## src/include/cbt_pkg.sv

```systemverilog
// package: constants for the command bus training link
package cbt_pkg;
	localparam int CLK_PERIOD_PS      = 100000;
	localparam int CKE_LOW_HOLD_PS    = 5000;
	localparam int CKE_LOW_HOLD_NCK   = 3;
	localparam int STROBE_PRE_PS      = 10000;
	localparam int FIRST_SAMPLE_PS    = 250000;
	localparam int ASYNC_READ_PS      = 20000;
	localparam int REF_LONG_PS        = 250000;
	localparam int REF_SHORT_PS       = 80000;
	localparam int CLK_PRE_CKEH_PS    = 1750;
	localparam int CLK_PRE_CKEH_NCK   = 3;
	localparam int STROBE_REL_PS      = 10000;
	localparam int EXIT_CMD_PS        = 200000;
	localparam int EXIT_CMD_NCK       = 5;
	localparam int TERM_LAT_PS        = 20000;
	localparam int DQ_TRI_PS          = 1500;
	localparam int SEL_TO_STROBE_NCK  = 2;
	localparam int STROBE_PULSES      = 2;
	localparam int CA_WIDTH           = 6;
	localparam int REF_WIDTH          = 7;
	localparam int DQ_WIDTH           = 16;
	localparam int CA_DQ_BASE         = 8;
	localparam int SET_SELECT_BIT     = 7;

	function automatic int ceil_cyc(input int ps);
		ceil_cyc = (ps + CLK_PERIOD_PS - 1) / CLK_PERIOD_PS;
		if (ceil_cyc < 1)
			ceil_cyc = 1;
	endfunction

	function automatic int floor_cyc(input int ps);
		floor_cyc = ps / CLK_PERIOD_PS;
		if (floor_cyc < 1)
			floor_cyc = 1;
	endfunction

	function automatic int max2(input int a, input int b);
		max2 = (a > b) ? a : b;
	endfunction

	localparam int CKE_LOW_HOLD_CYC  = max2(ceil_cyc(CKE_LOW_HOLD_PS), CKE_LOW_HOLD_NCK);
	localparam int STROBE_PRE_CYC    = ceil_cyc(STROBE_PRE_PS);
	localparam int FIRST_SAMPLE_CYC  = ceil_cyc(FIRST_SAMPLE_PS);
	localparam int ASYNC_READ_CYC    = floor_cyc(ASYNC_READ_PS);
	localparam int SAMPLE_SPACE_CYC  = ceil_cyc(ASYNC_READ_PS);
	localparam int REF_LONG_CYC      = floor_cyc(REF_LONG_PS);
	localparam int REF_SHORT_CYC     = floor_cyc(REF_SHORT_PS);
	localparam int CLK_PRE_CKEH_CYC  = max2(ceil_cyc(CLK_PRE_CKEH_PS), CLK_PRE_CKEH_NCK);
	localparam int STROBE_REL_CYC    = ceil_cyc(STROBE_REL_PS);
	localparam int EXIT_CMD_CYC      = max2(ceil_cyc(EXIT_CMD_PS), EXIT_CMD_NCK);
	localparam int TERM_LAT_CYC      = ceil_cyc(TERM_LAT_PS);
	localparam int DQ_TRI_CYC        = ceil_cyc(DQ_TRI_PS);
	localparam int CNT_W             = 8;
endpackage

```

## src/include/cbt_if.sv

```systemverilog
// interface: link between controller and memory device
`timescale 1ns/1ps
interface cbt_if;
	logic                            cke;
	logic                            cs;
	logic [cbt_pkg::CA_WIDTH-1:0]    ca;
	logic                            strobe_t;
	logic                            strobe_c;
	logic                            strobe_oe;
	logic [cbt_pkg::DQ_WIDTH-1:0]    dq_ctl;
	logic                            dq_ctl_oe;
	logic [cbt_pkg::DQ_WIDTH-1:0]    dq_dev;
	logic                            dq_dev_oe;
	logic                            clk_run;

	modport ctl (
		output cke, cs, ca, strobe_t, strobe_c, strobe_oe, dq_ctl, dq_ctl_oe, clk_run,
		input  dq_dev, dq_dev_oe
	);
	modport dev (
		input  cke, cs, ca, strobe_t, strobe_c, strobe_oe, dq_ctl, dq_ctl_oe, clk_run,
		output dq_dev, dq_dev_oe
	);
endinterface

```

## src/cbt_wait.sv

```systemverilog
// module: down counter that reports when a wait has elapsed
`timescale 1ns/1ps
module cbt_wait #(
	parameter int W = cbt_pkg::CNT_W
) (
	input  wire logic         core_clk,
	input  wire logic         sys_rst,
	input  wire logic         load,
	input  wire logic [W-1:0] count,
	output logic              done
);
	logic [W-1:0] remain;

	assign done = (remain == '0);

	always_ff @(posedge core_clk) begin
		if (sys_rst)
			remain <= '0;
		else if (load)
			remain <= count;
		else if (!done)
			remain <= remain - W'(1);
	end
endmodule // cbt_wait

```

## src/cbt_ctl.sv

```systemverilog
// module: controller end of command bus training
`timescale 1ns/1ps
// Notes on behaviour
// - hold clock and deselect after cke low
// - two strobe pulses per reference value
// - device captures reference every strobe edge
// - short step only single step, one pulse; code still sends two pulses, only the wait is shorter
// - device swaps operating set at cke low
// - termination follows alternate set, pad gating
// - controller loads alternate set beforehand; cbt_ctl loads no set, tb_top drives ref_set0/ref_set1
// - clock valid before cke high
// - select low before cke high
// - device reverts set at cke high
// - trained values discarded, host rewrites
// - strobe low/high before cke low
// - wait before first sample command
// - device returns sample within async time
// - space sample commands by readback time
// - two cycles from select to strobe
// - clock valid around select pulse
// - release strobe after cke high
// - device tristates dq after cke high
// - termination latency from cke edge
// - wait before next command after exit
// - device maps ca0..5 onto dq8..13
// - exit write issued after cke high settle
// - bit 7 selects operating set; not decoded here, the device takes the set from set_control
module cbt_ctl (
	input  wire logic                          core_clk,
	input  wire logic                          sys_rst,
	cbt_if.ctl                                 link,
	input  wire logic                          start,
	input  wire logic                          ref_req,
	input  wire logic [cbt_pkg::REF_WIDTH-1:0] ref_value,
	input  wire logic                          ref_short,
	input  wire logic                          sample_req,
	input  wire logic [cbt_pkg::CA_WIDTH-1:0]  sample_ca,
	input  wire logic                          exit_req,
	output logic                               ready,
	output logic                               sample_valid,
	output logic [cbt_pkg::CA_WIDTH-1:0]       sample_data,
	output logic                               exit_write,
	output logic                               idle
);
	typedef enum logic [3:0] {
		ST_IDLE, ST_STROBE_PRE, ST_CKE_HOLD, ST_ENTRY_WAIT, ST_READY,
		ST_SEL, ST_STROBE, ST_REF_WAIT, ST_SAMPLE, ST_EXIT_CLK, ST_EXIT_REL, ST_EXIT_CMD
	} cbt_state_e;

	localparam int W = cbt_pkg::CNT_W;

	// ************************************************************
	// state and counters
	// ************************************************************
	cbt_state_e                    state;
	cbt_state_e                    next_state;
	logic                          wait_load;
	logic [W-1:0]                  wait_count;
	logic                          wait_done;
	logic [1:0]                    pulses;
	logic [cbt_pkg::REF_WIDTH-1:0] ref_hold;

	cbt_wait #(.W(W)) cbt_wait_inst (
		.core_clk (core_clk),
		.sys_rst  (sys_rst),
		.load     (wait_load),
		.count    (wait_count),
		.done     (wait_done)
	);

	wire logic in_ready = (state == ST_READY);
	assign ready = in_ready;
	assign idle  = (state == ST_IDLE);

	// ************************************************************
	// next state and wait loads
	// ************************************************************
	always_comb begin
		next_state = state;
		wait_load  = 1'b0;
		wait_count = '0;
		case (state)
			ST_IDLE: begin
				if (start) begin
					next_state = ST_STROBE_PRE;
					wait_load  = 1'b1;
					wait_count = W'(cbt_pkg::STROBE_PRE_CYC);
				end
			end
			ST_STROBE_PRE: begin
				if (wait_done) begin
					next_state = ST_CKE_HOLD;
					wait_load  = 1'b1;
					wait_count = W'(cbt_pkg::CKE_LOW_HOLD_CYC);
				end
			end
			ST_CKE_HOLD: begin
				if (wait_done) begin
					next_state = ST_ENTRY_WAIT;
					wait_load  = 1'b1;
					wait_count = W'(cbt_pkg::FIRST_SAMPLE_CYC - cbt_pkg::CKE_LOW_HOLD_CYC);
				end
			end
			ST_ENTRY_WAIT: begin
				if (wait_done)
					next_state = ST_READY;
			end
			ST_READY: begin
				if (exit_req) begin
					next_state = ST_EXIT_CLK;
					wait_load  = 1'b1;
					wait_count = W'(cbt_pkg::CLK_PRE_CKEH_CYC);
				end else if (ref_req) begin
					next_state = ST_SEL;
					wait_load  = 1'b1;
					wait_count = W'(cbt_pkg::SEL_TO_STROBE_NCK);
				end else if (sample_req) begin
					next_state = ST_SAMPLE;
					wait_load  = 1'b1;
					wait_count = W'(cbt_pkg::SAMPLE_SPACE_CYC);
				end
			end
			ST_SEL: begin
				if (wait_done)
					next_state = ST_STROBE;
			end
			ST_STROBE: begin
				if (pulses == 2'(cbt_pkg::STROBE_PULSES - 1)) begin
					next_state = ST_REF_WAIT;
					wait_load  = 1'b1;
					wait_count = ref_short ? W'(cbt_pkg::REF_SHORT_CYC)
						: W'(cbt_pkg::REF_LONG_CYC);
				end
			end
			ST_REF_WAIT: begin
				if (wait_done)
					next_state = ST_READY;
			end
			ST_SAMPLE: begin
				if (wait_done)
					next_state = ST_READY;
			end
			ST_EXIT_CLK: begin
				if (wait_done) begin
					next_state = ST_EXIT_REL;
					wait_load  = 1'b1;
					wait_count = W'(cbt_pkg::REF_LONG_CYC);
				end
			end
			ST_EXIT_REL: begin
				if (wait_done) begin
					next_state = ST_EXIT_CMD;
					wait_load  = 1'b1;
					wait_count = W'(cbt_pkg::EXIT_CMD_CYC);
				end
			end
			ST_EXIT_CMD: begin
				if (wait_done)
					next_state = ST_IDLE;
			end
			default: next_state = ST_IDLE;
		endcase
	end

	// ************************************************************
	// link drive
	// ************************************************************
	wire logic training  = (state != ST_IDLE) && (state != ST_STROBE_PRE)
		&& (state != ST_EXIT_REL) && (state != ST_EXIT_CMD);
	wire logic exiting   = (state == ST_EXIT_REL) || (state == ST_EXIT_CMD);
	wire logic strobe_on = (state != ST_IDLE) && !(exiting && wait_count == '0
		&& state == ST_EXIT_CMD);

	always_ff @(posedge core_clk) begin
		if (sys_rst) begin
			state        <= ST_IDLE;
			pulses       <= '0;
			ref_hold     <= '0;
			sample_valid <= 1'b0;
			sample_data  <= '0;
			exit_write   <= 1'b0;
			link.cke        <= 1'b1;
			link.cs         <= 1'b0;
			link.ca         <= '0;
			link.strobe_t   <= 1'b0;
			link.strobe_c   <= 1'b1;
			link.strobe_oe  <= 1'b0;
			link.dq_ctl     <= '0;
			link.dq_ctl_oe  <= 1'b0;
			link.clk_run    <= 1'b1;
		end else begin
			state        <= next_state;
			sample_valid <= 1'b0;
			exit_write   <= (state == ST_EXIT_REL) && wait_done;
			link.cke     <= !training;
			link.clk_run <= 1'b1;
			link.strobe_oe <= strobe_on && (state != ST_EXIT_CMD);
			link.dq_ctl_oe <= (state == ST_SEL) || (state == ST_STROBE);
			if (state == ST_STROBE_PRE) begin
				link.strobe_t <= 1'b0;
				link.strobe_c <= 1'b1;
			end
			if (in_ready && ref_req && !exit_req) begin
				ref_hold    <= ref_value;
				link.cs     <= 1'b1;
				link.dq_ctl <= cbt_pkg::DQ_WIDTH'(ref_value);
				pulses      <= '0;
			end else if (in_ready && sample_req && !exit_req) begin
				link.cs <= 1'b1;
				link.ca <= sample_ca;
			end else begin
				link.cs <= 1'b0;
			end
			if (state == ST_STROBE) begin
				link.strobe_t <= !link.strobe_t;
				link.strobe_c <= !link.strobe_c;
				link.dq_ctl   <= cbt_pkg::DQ_WIDTH'(ref_hold);
				if (link.strobe_t)
					pulses <= pulses + 2'd1;
			end else if (state == ST_REF_WAIT) begin
				link.strobe_t <= 1'b0;
				link.strobe_c <= 1'b1;
			end
			if (state == ST_SAMPLE && wait_done) begin
				sample_valid <= 1'b1;
				sample_data  <= link.dq_dev[cbt_pkg::CA_DQ_BASE +: cbt_pkg::CA_WIDTH];
			end
		end
	end
endmodule // cbt_ctl

```

## src/flat_wrapper.sv

```systemverilog
// flat-port wrapper written by rule: the top's interface ports become plain ports
module cbt_ctl_flat 
  (core_clk, sys_rst, start, ref_req, ref_value, ref_short, sample_req, sample_ca, exit_req, ready, sample_valid, sample_data, exit_write, idle, link_cke, link_cs, link_ca, link_strobe_t, link_strobe_c, link_strobe_oe, link_dq_ctl, link_dq_ctl_oe, link_clk_run, link_dq_dev, link_dq_dev_oe);
  cbt_if link_i ();
  input  wire logic core_clk;
  input  wire logic sys_rst;
  input  wire logic start;
  input  wire logic ref_req;
  input  wire logic [cbt_pkg::REF_WIDTH-1:0] ref_value;
  input  wire logic ref_short;
  input  wire logic sample_req;
  input  wire logic [cbt_pkg::CA_WIDTH-1:0] sample_ca;
  input  wire logic exit_req;
  output logic ready;
  output logic sample_valid;
  output logic [cbt_pkg::CA_WIDTH-1:0] sample_data;
  output logic exit_write;
  output logic idle;
  output wire logic [$bits(link_i.cke)-1:0] link_cke;
  output wire logic [$bits(link_i.cs)-1:0] link_cs;
  output wire logic [$bits(link_i.ca)-1:0] link_ca;
  output wire logic [$bits(link_i.strobe_t)-1:0] link_strobe_t;
  output wire logic [$bits(link_i.strobe_c)-1:0] link_strobe_c;
  output wire logic [$bits(link_i.strobe_oe)-1:0] link_strobe_oe;
  output wire logic [$bits(link_i.dq_ctl)-1:0] link_dq_ctl;
  output wire logic [$bits(link_i.dq_ctl_oe)-1:0] link_dq_ctl_oe;
  output wire logic [$bits(link_i.clk_run)-1:0] link_clk_run;
  input wire logic [$bits(link_i.dq_dev)-1:0] link_dq_dev;
  input wire logic [$bits(link_i.dq_dev_oe)-1:0] link_dq_dev_oe;
  assign link_cke = link_i.cke;
  assign link_cs = link_i.cs;
  assign link_ca = link_i.ca;
  assign link_strobe_t = link_i.strobe_t;
  assign link_strobe_c = link_i.strobe_c;
  assign link_strobe_oe = link_i.strobe_oe;
  assign link_dq_ctl = link_i.dq_ctl;
  assign link_dq_ctl_oe = link_i.dq_ctl_oe;
  assign link_clk_run = link_i.clk_run;
  assign link_i.dq_dev = link_dq_dev;
  assign link_i.dq_dev_oe = link_dq_dev_oe;
  cbt_ctl u_core (.core_clk(core_clk), .sys_rst(sys_rst), .link(link_i), .start(start), .ref_req(ref_req), .ref_value(ref_value), .ref_short(ref_short), .sample_req(sample_req), .sample_ca(sample_ca), .exit_req(exit_req), .ready(ready), .sample_valid(sample_valid), .sample_data(sample_data), .exit_write(exit_write), .idle(idle));
endmodule
```

## config.mk

```make
export PLATFORM = sky130hd
export DESIGN_NAME = cbt_ctl_flat
export DESIGN_NICKNAME = d
export VERILOG_FILES = /design/src/include/cbt_pkg.sv /design/src/include/cbt_if.sv /design/src/cbt_wait.sv /design/src/cbt_ctl.sv /design/src/flat_wrapper.sv
export SDC_FILE = /design/constraint.sdc
export NUM_CORES = 1
export LEC_CHECK = 0
export BUFFER_PORTS_ARGS = -buffer_cell sky130_fd_sc_hd__buf_4
export CAP_MARGIN = 20
export CORE_MARGIN = 5
export CORE_UTILIZATION = 30
export CTS_CLUSTER_DIAMETER = 30
export DETAILED_ROUTE_END_ITERATION = 16
export HOLD_SLACK_MARGIN = 0.05
export PLACE_DENSITY = 0.62
export SETUP_SLACK_MARGIN = 0.5
export SYNTH_ARGS = -nofsm -noshare
export SYNTH_HDL_FRONTEND = slang
export SYNTH_SLANG_ARGS = --single-unit
```

## constraint.sdc

```tcl
create_clock -name core_clk -period 6.65 [get_ports core_clk]
set_clock_uncertainty 0.2 [all_clocks]
set_input_delay 1.33 -clock core_clk [delete_from_list [all_inputs] [get_ports core_clk]]
set_output_delay 1.33 -clock core_clk [all_outputs]
set_load 0.05 [all_outputs]
```

==> impl_summary.log, run 1 <==
[metrics] final setup violation count: 0
[metrics] maximum number of buffers from clock root to sink: 2
[metrics] category of the worst setup path launch point: register
[metrics] warning count from the yosys run: 0
[metrics] DRT antenna net count: 0
[metrics] hold worst-path end: u_core.ref_hold[0]
[metrics] number of buffers inserted by post-CTS setup repair: 0
[metrics] area of the multi-input gates: 1180 um2
[metrics] RSZ-0062 raised after global routing: no
[metrics] number of cells on the worst hold path: 2
[metrics] maximum vdd ir drop: 0.150 mV
[metrics] Final Net Count: 358
[metrics] Post-Place Worst Slack: roughly 3.4 ns
[metrics] Vias: around 2000
[metrics] r2r endpoint: u_core.link.dq_ctl[6]
[metrics] antenna violations before repair: 0
[metrics] TritonCTS clock tree: built
[metrics] count of clock tree sinks: between 40 and 50
[metrics] Switching Power: roughly 390 uW
[metrics] start of the worst register-to-register path: u_core.state[2]
[metrics] number of pins with negative max-slew slack in the final report: 0
[metrics] endpoint kind of the worst setup timing path: primary output
[metrics] P per Cell Area: 340 nW/um2
[metrics] minimum hold slack: about 0.26 ns
[metrics] max-cap check violation count: 0
[metrics] Detailed Route WL: approximately 5.2 mm
[metrics] count of non-filler cells in the finished layout: around 420
[metrics] half-perimeter wire length of the detailed placement result: around 3.8 mm
[metrics] number of distinct library cells after synthesis: 46
[metrics] post-cts resize count: 0
[metrics] initial cell density of the core: 31.0%
[metrics] fin worst setup slack: between 3 and 4 ns
[metrics] Placement Rows: 31
[metrics] total standard cell area after synthesis: 2280 um2
[metrics] aggregate global-route resource usage: between 10% and 20%
[metrics] register cell area after layout: between 900 and 1000 um2
[metrics] fraction of the yosys area taken by sequential cells: between 40% and 50%
[metrics] post-synthesis area per instance: ~8.3 um2
[metrics] layout-stage area growth over the synthesis result: 22.0%
[metrics] worst skew pair latency: around 0.30 ns
[metrics] share of power burned in combinational logic: 43.0%
[metrics] final hold vios: 0
[metrics] Tcrit/Tclk final: between 50% and 60%
[metrics] initial DRC count: roughly 120
[metrics] final critical path time including I/O delays and setup: between 3 and 4 ns
[metrics] number of global-route vias before repair: a little under 2000
[metrics] peak fanout along the critical path: 24
[metrics] number of register bits inferred by synthesis: 48
[metrics] Inserted Diodes: 0
[metrics] sequential cell fraction of total power: around two fifths
[metrics] average wire per standard cell: 12.4 um
[metrics] overall die height: between 90 and 100 um
[metrics] DRC errors left: 0
[metrics] global-route congestion overflow total: 0
[metrics] cell at the root of the clock tree: sky130_fd_sc_hd__clkbuf_8
[metrics] number of optimization iterations in the first detailed-route pass: 4
[metrics] FMAX: ~280 MHz
[metrics] full die area: 9430 um2
[metrics] depth of the worst register-to-register path: 6
[metrics] top cell type's share of synthesized area: roughly 42%
[metrics] class of the tightest hold or removal check: reg2reg
[metrics] Post-CTS Hold Buffers: 0
[metrics] number of enable-type register cells in the synthesized netlist: 0
[metrics] top post-synthesis cells by area: sky130_fd_sc_hd__dfxtp_1 (42%), sky130_fd_sc_hd__mux2i_1 (6.2%), sky130_fd_sc_hd__nand2_1 (6.1%)
[metrics] area inside the core boundary: 7330 um2
[metrics] final RePlAce weighted congestion: just over 0.8
[metrics] pin count of the biggest net entering global routing: 49
[metrics] switching power share of the total: between 40% and 50%
[metrics] vias per inst: 4.69
[metrics] slew margin rel.: 40.2%
[metrics] final core utilization: between 30% and 40%
[metrics] number of standard cells after synthesis: approximately 280
[metrics] result of the run: complete, no violations
[metrics] transition time at the pin with the least slew margin: 0.890 ns
[metrics] total CTS buffers: 5
[metrics] type of the setup path with the least slack: reg2out
[metrics] cell type contributing the most total cell area after synthesis: sky130_fd_sc_hd__dfxtp_1
[metrics] H-tree level count: 2
[metrics] clock transition time at the flip-flop clock pins of the worst setup and hold paths: about 0.080 ns
[metrics] endpoint arrival time on the critical path: 2.05 ns
[metrics] internal reg-to-reg setup slack: between 3 and 4 ns
[metrics] share of power burned in the clock network: ~17%
[metrics] Port Buffers: 54
[metrics] startpoint of the worst hold path: u_core.ref_hold[0]
[metrics] setup tns final: 0 ns
[metrics] leakage power: 0.00119 uW
[metrics] Die Width: 97.1 um
[metrics] share of post-route cells with drive strength above 1: around 22%
[metrics] Primary FF master, synth: sky130_fd_sc_hd__dfxtp_1
[metrics] wire length of the first global-routing pass: around 9.0 mm
[metrics] count of placed standard cells including taps: a little over 400
[metrics] boundary pin count: 76
[metrics] endpoint required time on the critical path: slightly above 5 ns
[metrics] Post-synth ARST share: 0%
[metrics] internal portion of total power: roughly 560 uW
[metrics] number of inserted filler cells in the final layout: 758
## sequential cells by signal (all words and copies together) (netlist names)
signal                       count
u_core.link.strobe_t             1
u_core.cbt_wait_inst.remain      8
u_core.link.ca                   6
u_core.ref_hold                  7
u_core.link.dq_ctl_oe            1
u_core.sample_data               6
u_core.link.strobe_oe            1
u_core.pulses                    2
u_core.link.dq_ctl               7
u_core.exit_write                1
u_core.state                     4
u_core.link.cs                   1
u_core.link.cke                  1
u_core.sample_valid              1
u_core.link.strobe_c             1
## cell type report
class,count,area share [%]
multi-input combinational,201,42.3
sequential,48,34.6
timing repair buffer,55,14.9
tap,99,4.46
clock buffer,6,2.61
inverter,7,0.946
clock inverter,1,0.180
## routing by layer
layer  vias up  share of wire, %  global-route usage (%)
met2        54                46                    18.0
met3         8               7.4                    5.10
met4         0               1.3                    2.59
met5         -                 0                       0
met1       884                45                    14.3
li1       1011                 -                       -
## synth_stat cells (2+ instances only)
master,instances
sky130_fd_sc_hd__dfxtp_1,48
sky130_fd_sc_hd__nand2_1,37
sky130_fd_sc_hd__nor2_1,28
sky130_fd_sc_hd__a21oi_1,19
sky130_fd_sc_hd__mux2i_1,14
sky130_fd_sc_hd__clkbuf_1,13
sky130_fd_sc_hd__o21ai_0,12
sky130_fd_sc_hd__buf_4,10
sky130_fd_sc_hd__nor3_1,10
sky130_fd_sc_hd__a31oi_1,9
sky130_fd_sc_hd__inv_1,7
sky130_fd_sc_hd__nand3_1,7
sky130_fd_sc_hd__nor2b_1,6
sky130_fd_sc_hd__nor4_1,5
sky130_fd_sc_hd__nand2b_1,4
sky130_fd_sc_hd__or3_1,4
sky130_fd_sc_hd__xnor2_1,4
sky130_fd_sc_hd__ha_1,3
sky130_fd_sc_hd__nor3b_1,3
sky130_fd_sc_hd__a211oi_1,2
sky130_fd_sc_hd__and3_1,2
sky130_fd_sc_hd__buf_2,2
sky130_fd_sc_hd__conb_1,2
sky130_fd_sc_hd__nand3b_1,2
## layout by cell type, fill, tap and decap left out, types with 2 or more instances in the layout
| cell type | count |
|---|---|
| sky130_fd_sc_hd__buf_4 | 55 |
| sky130_fd_sc_hd__dfxtp_1 | 48 |
| sky130_fd_sc_hd__nand2_1 | 37 |
| sky130_fd_sc_hd__nor2_1 | 28 |
| sky130_fd_sc_hd__a21oi_1 | 19 |
| sky130_fd_sc_hd__mux2i_1 | 14 |
| sky130_fd_sc_hd__o21ai_0 | 12 |
| sky130_fd_sc_hd__nor3_1 | 10 |
| sky130_fd_sc_hd__conb_1 | 10 |
| sky130_fd_sc_hd__a31oi_1 | 9 |
| sky130_fd_sc_hd__inv_1 | 7 |
| sky130_fd_sc_hd__nand3_1 | 7 |
| sky130_fd_sc_hd__nor2b_1 | 6 |
| sky130_fd_sc_hd__nor4_1 | 5 |
| sky130_fd_sc_hd__clkbuf_8 | 5 |
| sky130_fd_sc_hd__nand2b_1 | 4 |
| sky130_fd_sc_hd__or3_1 | 4 |
| sky130_fd_sc_hd__xnor2_1 | 4 |
| sky130_fd_sc_hd__nor3b_1 | 3 |
| sky130_fd_sc_hd__ha_1 | 3 |
| sky130_fd_sc_hd__and3_1 | 2 |
| sky130_fd_sc_hd__nand3b_1 | 2 |
| sky130_fd_sc_hd__a211oi_1 | 2 |
## through the flow
| stage | total power (uW) | instance area, um2 |
|---|---|---|
| 6_report | 944 | 2780 |
| 5_1_grt | 1030 | 2780 |
| 4_1_cts | 955 | 2780 |
| 3_5_place_dp | 789 | 2700 |
| 3_3_place_gp | 782 | 2700 |
| 2_1_floorplan | 710 | 2310 |
## cells by family (layout without fill, tap and decap cells)
| logic type | Yosys count | in the layout | synth area share (%) |
|---|---|---|---|
| DFF | 48 | 48 | 42.2 |
| xor gates and xnor gates | 5 | 5 | 1.92 |
| other | 2 | 10 | 0.330 |
| muxes | 14 | 14 | 6.16 |
| buffers and inverters | 34 | 69 | 7.70 |
| AOI/OAI and AO/OA | 53 | 53 | 14.8 |
| adders and majority gates | 3 | 3 | 1.65 |
| and+or+nand+nor | 116 | 116 | 25.2 |
## worst max path at each step
stage,cells past startpoint,slack [ns],start,end
finish,3,3.07,u_core.state[2],ready
global placement,3,3.42,u_core.state[2],ready
detailed placement,3,3.40,u_core.state[2],ready
CTS,3,3.06,u_core.state[2],ready
floorplan,3,2.90,u_core.state[0],idle
global route,3,2.93,u_core.state[2],ready
## critical path: stages (launching register included)
cell	delay [ns]
sky130_fd_sc_hd__dfxtp_1	0.77
sky130_fd_sc_hd__or4b_1	0.60
sky130_fd_sc_hd__inv_1	0.16
sky130_fd_sc_hd__buf_4	0.22
## power groups by stage
stage                     logic (uW)  registers (uW)  clock network [uW]
after floorplan                  320             390                   0
after detailed placement         409             380                   0
after global routing             455             383                 189
final                            406             374                 164
after global placement           403             379                   0
after CTS                        410             374                 171
No activity file was read; power rests on OpenSTA's default activity.
==> inputs of run 2 (changes only) <==
--- a/config.mk
+++ b/config.mk
@@ -5,6 +5,7 @@
 export SDC_FILE = /design/constraint.sdc
 export NUM_CORES = 1
 export LEC_CHECK = 0
+export ABC_AREA = 1
 export BUFFER_PORTS_ARGS = -buffer_cell sky130_fd_sc_hd__buf_4
 export CAP_MARGIN = 20
 export CORE_MARGIN = 5
==> constraint.sdc (replaced) <==
create_clock -name core_clk -period 3.7 [get_ports core_clk]
set_clock_uncertainty 0.2 [all_clocks]
set_input_delay 0.74 -clock core_clk [delete_from_list [all_inputs] [get_ports core_clk]]
set_output_delay 0.74 -clock core_clk [all_outputs]
set_load 0.05 [all_outputs]
==> run 2 against run 1 <==
Net effect:
- sequential cell count is the same
- register-to-register slack lost 2.2 ns
- critical path depth grew 1
- combinational power grew 130%
- synthesized area grew 6.5%
- power grew 120%
- worst setup slack lost 1.8 ns
- via count grew 8.1%
- worst hold slack lost 0.0062 ns
- critical endpoint is now idle
- synthesized cell count grew 16%
==> impl_summary.log, run 2 <==
[metrics] number of standard cells after synthesis: 320 (+16%)
[metrics] top cell type's share of synthesized area: 39.6% (-2.6 points)
[metrics] endpoint required time on the critical path: 2.76 ns (-2.36 ns)
[metrics] count leader, synth: sky130_fd_sc_hd__nand2_1
[metrics] synth cell count leaders: sky130_fd_sc_hd__nand2_1 (58), sky130_fd_sc_hd__dfxtp_1 (48), sky130_fd_sc_hd__nor2_1 (42), sky130_fd_sc_hd__inv_1 (29), sky130_fd_sc_hd__a21oi_1 (24)
[metrics] number of inserted filler cells in the final layout: 841 (+11%)
[metrics] pin count of the biggest net entering global routing: 26 (-47%)
[metrics] Switching Power: 883 uW (+130%)
[metrics] Tcrit/Tclk final: around 65%
[metrics] total standard cell area after synthesis: 2420 um2 (+6.5%)
[metrics] RSZ-0062 raised after global routing: no
[metrics] number of distinct library cells after synthesis: 38 (-17%)
[metrics] final critical path time including I/O delays and setup: about 2.4 ns
[metrics] global-route congestion overflow total: 0 (unchanged)
[metrics] Placement Rows: 32 (+3.2%)
[metrics] share of post-route cells with drive strength above 1: 25.0% (+2.7 points)
[metrics] P per Cell Area: 694 nW/um2 (+100%)
[metrics] Synth Area in Compound Gates: 13.7% (-1.2 points)
[metrics] share of power burned in the clock network: 21.5% (+4.1 points)
[metrics] setup tns final: 0 ns (unchanged)
[metrics] area inside the core boundary: 7810 um2 (+6.5%)
[metrics] initial DRC count: 135 (+17%)
[metrics] peak fanout along the critical path: 9 (-63%)
[metrics] type of the setup path with the least slack: reg2out
[metrics] Detailed Route WL: 5.57 mm (+7.3%)
[metrics] class of the tightest hold or removal check: reg2reg
[metrics] antenna violations before repair: 0 (unchanged)
[metrics] Synth Area in XOR/XNOR: 1.81% (-0.12 points)
[metrics] count of non-filler cells in the finished layout: 470 (+13%)
[metrics] depth of the worst register-to-register path: 5 (-1)
[metrics] most frequent standard cell in the layout excluding fill and tap cells: sky130_fd_sc_hd__nand2_1
[metrics] number of global-route vias before repair: 2023 (+4.7%)
[metrics] Post-synth ARST share: 0% (unchanged)
[metrics] number of enable-type register cells in the synthesized netlist: 0 (unchanged)
[metrics] internal portion of total power: 1170 uW (+110%)
[metrics] largest family of logic cells by synthesized area: simple AND/OR/NAND/NOR gates
[metrics] area of the multi-input gates: 1170 um2 (-0.74%)
[metrics] leakage power: 0.00135 uW (+14%)
[metrics] cell at the root of the clock tree: sky130_fd_sc_hd__clkbuf_8
[metrics] category of the worst setup path launch point: register
[metrics] maximum number of buffers from clock root to sink: 2 (unchanged)
[metrics] start of the worst register-to-register path: u_core.state[3]
[metrics] registers with the most flip-flops: u_core.cbt_wait_inst.remain (8), u_core.link.dq_ctl (7), u_core.ref_hold (7)
[metrics] count of placed standard cells including taps: 463 (+13%)
[metrics] count of clock tree sinks: 48 (unchanged)
[metrics] DRC errors left: 0 (unchanged)
[metrics] switching power share of the total: 43.1% (+2.2 points)
[metrics] DRT antenna net count: 0 (unchanged)
[metrics] fraction of the yosys area taken by sequential cells: 39.6% (-2.6 points)
[metrics] worst skew pair latency: 0.30 ns (about the same)
[metrics] top post-synthesis cells by area: sky130_fd_sc_hd__dfxtp_1 (40%), sky130_fd_sc_hd__nand2_1 (9.0%), sky130_fd_sc_hd__nor2_1 (6.5%)
[metrics] initial cell density of the core: 31.1% (about the same)
[metrics] flip-flop count of the largest register after layout: 8 (unchanged)
[metrics] layout-stage area growth over the synthesis result: 21.8%
[metrics] critical path launch point: u_core.state[3]
[metrics] number of buffers inserted by post-CTS setup repair: 0 (unchanged)
[metrics] total CTS buffers: 5 (unchanged)
[metrics] Primary FF master, synth: sky130_fd_sc_hd__dfxtp_1
[metrics] sequential cell fraction of total power: 32.8% (-6.8 points)
[metrics] TritonCTS clock tree: built
[metrics] number of register bits inferred by synthesis: 48 (unchanged)
[metrics] r2r endpoint: u_core.sample_data[2]
[metrics] aggregate global-route resource usage: 11.2% (-0.23 points)
[metrics] end of the critical path: idle
[metrics] FMAX: ~420 MHz
[metrics] clock transition time at the flip-flop clock pins of the worst setup and hold paths: 0.09 ns (about the same)
[metrics] endpoint arrival time on the critical path: 1.45 ns (-0.60 ns)
[metrics] Vias: 2115 (+8.1%)
[metrics] max-cap check violation count: 0 (unchanged)
[metrics] boundary pin count: 76 (unchanged)
[metrics] transition time at the pin with the least slew margin: 0.593 ns (-0.297 ns)
[metrics] register cell area after layout: 961 um2 (unchanged)
[metrics] warning count from the yosys run: 0 (unchanged)
[metrics] cell type contributing the most total cell area after synthesis: sky130_fd_sc_hd__dfxtp_1
[metrics] fraction of the mapped netlist area in simple logic gates: 29.6% (+4.4 points)
[metrics] final RePlAce weighted congestion: 0.857 (+4.7%)
[metrics] startpoint of the worst hold path: u_core.sample_data[3]
[metrics] Inserted Diodes: 0 (unchanged)
[metrics] post-cts resize count: 0 (unchanged)
[metrics] Port Buffers: 54 (unchanged)
[metrics] vias per inst: 4.50 (-4.1%)
[metrics] final hold vios: 0 (unchanged)
[metrics] most used cells in the layout excluding fill and tap cells: sky130_fd_sc_hd__nand2_1 (58), sky130_fd_sc_hd__buf_4 (54), sky130_fd_sc_hd__dfxtp_1 (48), sky130_fd_sc_hd__nor2_1 (42), sky130_fd_sc_hd__inv_1 (29)
[metrics] number of optimization iterations in the first detailed-route pass: 4 (unchanged)
[metrics] H-tree level count: 2 (unchanged)
[metrics] maximum vdd ir drop: 0.258 mV (+71%)
[metrics] slew margin rel.: 60.4% (+20 points)
[metrics] internal reg-to-reg setup slack: 1.78 ns (-2.19 ns)
[metrics] adder and majority cell fraction of the synthesized area: 1.55% (-0.10 points)
[metrics] register with the most flip-flops: u_core.cbt_wait_inst.remain
[metrics] result of the run: complete, no violations
[metrics] overall die height: 99.9 um (+2.9%)
[metrics] portion of netlist area occupied by mux cells: 0% (-6.2 points)
[metrics] number of pins with negative max-slew slack in the final report: 0 (unchanged)
[metrics] wire length of the first global-routing pass: 9.07 mm (+0.30%)
[metrics] full die area: 9980 um2 (+5.9%)
[metrics] Final Net Count: 408 (+14%)
[metrics] endpoint kind of the worst setup timing path: primary output
[metrics] Die Width: 99.9 um (+2.9%)
[metrics] Post-CTS Hold Buffers: 0 (unchanged)
[metrics] post-synthesis area per instance: 7.58 um2 (-8.4%)
[metrics] average wire per standard cell: 11.9 um (-4.8%)
[metrics] share of power burned in combinational logic: 45.7% (+2.7 points)
[metrics] half-perimeter wire length of the detailed placement result: 4.14 mm (+10%)
[metrics] final setup violation count: 0 (unchanged)
run 2: cell count changes in the layout (fill, tap and decap cells not counted), sizes merged, moves of 4 or more:
cell | previous run | this run
nor2b | 6 | 0
mux2i | 14 | 0
nand2b | 4 | 0
nor3 | 10 | 4
nand3 | 8 | 16
nand2 | 37 | 70
nor2 | 28 | 51
inv | 7 | 33
a21oi | 19 | 24
or3 | 4 | 0
o21ai | 12 | 19
run 2: per-layer routing:
metal	GRT usage, %	vias to the layer above	share of wire (%)
met2	16.6	52	43
met3	3.06	11	5.8
li1	-	1101	-
met5	0	-	0
met1	14.9	951	48
met4	5.36	0	2.6
run 2: how the worst min path moves through the flow:
stage	to	cells after the start
2_1_floorplan	u_core.ref_hold[0]	2
3_3_place_gp	u_core.sample_data[1]	2
3_5_place_dp	u_core.sample_data[3]	2
4_1_cts	u_core.sample_data[1]	2
5_1_grt	u_core.sample_data[0]	2
6_report	u_core.sample_data[3]	2
run 2: final cells by class:
| class | instances | area share [%] |
|---|---|---|
| clock buffers | 5 | 2.33 |
| repair buffers | 54 | 13.7 |
| clock inverters | 2 | 2.03 |
| multi-input cells | 224 | 39.5 |
| inverters | 35 | 5.55 |
| flip-flops and latches | 48 | 32.5 |
| well taps | 102 | 4.32 |
run 2: stage by stage:
step           hold slack (ns)  util (%)  total power (uW)  worst slack, ns  instance area [um2]
2_1_floorplan            0.244         -              1450             1.72                 2450
3_3_place_gp             0.236      36.2              1610             1.47                 2830
3_5_place_dp             0.242      36.2              1620             1.43                 2830
4_1_cts                  0.257      37.8              2070             1.29                 2950
5_1_grt                  0.279      37.8              2210             1.21                 2950
6_report                 0.254      37.8              2050             1.31                 2950
run 2: cells by family (layout without fill, tap and decap cells):
| logic type | count (synthesis) | count (layout) |
|---|---|---|
| AND/OR/NAND/NOR | 147 | 147 |
| other | 2 | 10 |
| XOR/XNOR | 5 | 5 |
| adder cells (fa/ha/maj) | 3 | 3 |
| flip-flops | 48 | 48 |
| AO/OA/AOI/OAI | 59 | 59 |
| buffers and inverters | 56 | 96 |
run 2: worst max-delay path: stages, from the launching register on:
cell                      delay, ns
sky130_fd_sc_hd__dfxtp_1       0.44
sky130_fd_sc_hd__nor2_1        0.24
sky130_fd_sc_hd__nand2_1       0.11
sky130_fd_sc_hd__inv_1         0.14
sky130_fd_sc_hd__buf_4         0.22
run 2: power by group through the flow:
stage	sequential, uW	clock, uW	combinational, uW
final	672	441	937
after global routing	685	474	1050
after CTS	672	456	941
after detailed placement	683	0	936
after global placement	684	0	929
after floorplan	751	0	695
==> inputs of run 3 (changes only) <==
--- a/config.mk
+++ b/config.mk
@@ -13,7 +13,7 @@
 export CTS_CLUSTER_DIAMETER = 30
 export DETAILED_ROUTE_END_ITERATION = 16
 export HOLD_SLACK_MARGIN = 0.05
-export PLACE_DENSITY = 0.62
+export PLACE_DENSITY = 0.64
 export SETUP_SLACK_MARGIN = 0.5
 export SYNTH_ARGS = -nofsm -noshare
 export SYNTH_HDL_FRONTEND = slang
==> constraint.sdc (replaced) <==
create_clock -name core_clk -period 1.99 [get_ports core_clk]
set_clock_uncertainty 0.2 [all_clocks]
set_input_delay 0.398 -clock core_clk [delete_from_list [all_inputs] [get_ports core_clk]]
set_output_delay 0.398 -clock core_clk [all_outputs]
set_load 0.05 [all_outputs]
==> run 3 against run 2 <==
Net effect:
- worst setup slack worse by 1.1 ns
- cell count up 9.1%
- clock-buffer cell count up 2
- combinational power rose to 3.2 times the previous value
- cell area up 30%
==> impl_summary.log, run 3 (synthesized netlist as in run 2, its figures left out) <==
[metrics] register cell area after layout: 983 um2 (+2.3%)
[metrics] Critical Path Slowest Stage Cell: sky130_fd_sc_hd__dfxtp_2
[metrics] most frequent standard cell in the layout excluding fill and tap cells: sky130_fd_sc_hd__buf_4
[metrics] peak fanout along the critical path: 3 (-6)
[metrics] antenna violations before repair: 0 (unchanged)
[metrics] type of the setup path with the least slack: reg2out
[metrics] maximum number of buffers from clock root to sink: 2 (unchanged)
[metrics] final hold vios: 0 (unchanged)
[metrics] Detailed Route WL: 6.87 mm (+23%)
[metrics] endpoint required time on the critical path: 1.39 ns (-1.37 ns)
[metrics] TritonCTS clock tree: built
[metrics] number of pins with negative max-slew slack in the final report: 0 (unchanged)
[metrics] clock transition time at the flip-flop clock pins of the worst setup and hold paths: 0.09 ns (about the same)
[metrics] endpoint kind of the worst setup timing path: primary output
[metrics] average wire per standard cell: 13.4 um (+13%)
[metrics] minimum hold slack: 0.0832 ns (-0.170 ns)
[metrics] Die Width: 99.9 um (unchanged)
[metrics] flip-flop count of the largest register after layout: 8 (unchanged)
[metrics] Post-CTS Hold Buffers: 0 (unchanged)
[metrics] worst skew pair latency: 0.30 ns (about the same)
[metrics] number of global-route vias before repair: 2206 (+9.0%)
[metrics] Inserted Diodes: 0 (unchanged)
[metrics] pin count of the biggest net entering global routing: 26 (unchanged)
[metrics] initial DRC count: 80 (-41%)
[metrics] final critical path time including I/O delays and setup: between 1.5 and 2 ns
[metrics] count of clock tree sinks: 48 (unchanged)
[metrics] fin worst setup slack: 0.220 ns (-1.09 ns)
[metrics] Post-Place Worst Slack: 0.174 ns (-1.26 ns)
[metrics] half-perimeter wire length of the detailed placement result: 4.25 mm (+2.8%)
[metrics] total CTS buffers: 5 (unchanged)
[metrics] global-route congestion overflow total: 0 (unchanged)
[metrics] full die area: 9980 um2 (unchanged)
[metrics] vias per inst: 4.62 (+2.6%)
[metrics] number of inserted filler cells in the final layout: 714 (-15%)
[metrics] leakage power: 0.00167 uW (+23%)
[metrics] FMAX: approximately 570 MHz
[metrics] DRC errors left: 0 (unchanged)
[metrics] maximum vdd ir drop: 0.506 mV (+96%)
[metrics] registers with the most flip-flops: u_core.cbt_wait_inst.remain (8), u_core.link.dq_ctl (7), u_core.ref_hold (7)
[metrics] overall die height: 99.9 um (unchanged)
[metrics] cell at the root of the clock tree: sky130_fd_sc_hd__clkbuf_8
[metrics] aggregate global-route resource usage: 12.7% (+1.6 points)
[metrics] class of the tightest hold or removal check: in2reg
[metrics] Final Net Count: 450 (+10%)
[metrics] DRT antenna net count: 0 (unchanged)
[metrics] setup tns final: 0 ns (unchanged)
[metrics] final RePlAce weighted congestion: 0.893 (+4.1%)
[metrics] share of post-route cells with drive strength above 1: 51.6% (+27 points)
[metrics] buffer and inverter count on the worst path: 3 (+1)
[metrics] final setup violation count: 0 (unchanged)
[metrics] Slowest Stage Delay on Critical Path: 0.33 ns (-0.11 ns)
[metrics] Placement Rows: 32 (unchanged)
[metrics] P per Cell Area: 1260 nW/um2 (+82%)
[metrics] list of cells traversed by the critical path: buf_6 -> nor2_8 -> nand2_4 -> clkinv_8 -> buf_12
[metrics] max-cap check violation count: 0 (unchanged)
[metrics] Vias: 2369 (+12%)
[metrics] Top Family by Delay on Critical Path: flip-flops
[metrics] boundary pin count: 76 (unchanged)
[metrics] area of the multi-input gates: 1600 um2 (+37%)
[metrics] number of optimization iterations in the first detailed-route pass: 4 (unchanged)
[metrics] area inside the core boundary: 7810 um2 (unchanged)
[metrics] count of non-filler cells in the finished layout: 513 (+9.1%)
[metrics] endpoint arrival time on the critical path: 1.17 ns (-0.28 ns)
[metrics] wire length of the first global-routing pass: 10.2 mm (+13%)
[metrics] initial cell density of the core: 31.1% (unchanged)
[metrics] H-tree level count: 2 (unchanged)
[metrics] most used cells in the layout excluding fill and tap cells: sky130_fd_sc_hd__buf_4 (71), sky130_fd_sc_hd__nand2_1 (48), sky130_fd_sc_hd__dfxtp_1 (36), sky130_fd_sc_hd__nor2_1 (31), sky130_fd_sc_hd__inv_1 (23)
[metrics] Port Buffers: 54 (unchanged)
[metrics] total power consumption of the routed design: 4850 uW (+140%)
[metrics] category of the worst setup path launch point: register
[metrics] count of placed standard cells including taps: 469 (+1.3%)
[metrics] layout-stage area growth over the synthesis result: 58.2%
[metrics] register with the most flip-flops: u_core.cbt_wait_inst.remain
[metrics] result of the run: complete, no violations
[metrics] RSZ-0062 raised after global routing: yes
[metrics] Tcrit/Tclk final: roughly nine tenths
run 3: cell count changes in the layout (fill, tap and decap cells not counted), moves of 10 or more:
| cell | delta |
|---|---|
| sky130_fd_sc_hd__o21ai_0 | -11 |
| sky130_fd_sc_hd__a21oi_2 | +13 |
| sky130_fd_sc_hd__nand2_4 | +11 |
| sky130_fd_sc_hd__nand2_1 | -10 |
| sky130_fd_sc_hd__o21ai_2 | +13 |
| sky130_fd_sc_hd__a21oi_1 | -14 |
| sky130_fd_sc_hd__buf_6 | +18 |
| sky130_fd_sc_hd__nor2_4 | +10 |
| sky130_fd_sc_hd__nor2_1 | -11 |
| sky130_fd_sc_hd__dfxtp_1 | -12 |
| sky130_fd_sc_hd__buf_4 | +17 |
run 3: final timing paths:
path,start,endpoint,cells after the start,slack (ns)
worst min register to register,u_core.sample_data[2],u_core.sample_data[2],2,0.25
worst max register to register,u_core.cbt_wait_inst.remain[0],u_core.cbt_wait_inst.remain[0],8,0.31
worst max-delay path,u_core.state[3],ready,5,0.22
worst min-delay path,exit_req,u_core.link.cs,2,0.08
run 3: layout make-up:
class,instances,area share (%)
Clock inverter,1,0.196
Clock buffer,7,2.25
Inverter,35,4.92
Sequential cell,48,25.6
Timing Repair Buffer,95,21.9
Tap cell,102,3.33
Multi-Input combinational cell,225,41.7
run 3: what timing repair did:
| item | in CTS | in global routing |
|---|---|---|
| buffers inserted | 22 | 13 |
| setup endpoints to repair | 47 | 54 |
| gates cloned | 1 | 0 |
| pin swaps | 13 | 34 |
| gates resized for setup | 49 | 101 |
run 3: layer usage:
| metal | share of wire (%) | global-route usage [%] |
|---|---|---|
| met1 | 44 | 16.5 |
| met4 | 0.99 | 4.62 |
| met3 | 5.8 | 3.47 |
| met5 | 0 | 0 |
| met2 | 49 | 20.3 |
run 3: metrics by stage:
stage	instance area (um2)	util, %
2_1_floorplan	2510	-
3_3_place_gp	2930	37.5
3_5_place_dp	2930	37.5
4_1_cts	3360	43.1
5_1_grt	3840	49.1
6_report	3840	49.1
run 3: where the power goes:
part | switching, uW | internal, uW | total, uW
sequential | 127 | 1120 | 1250
combinational | 1720 | 1260 | 2980
clock | 331 | 283 | 614
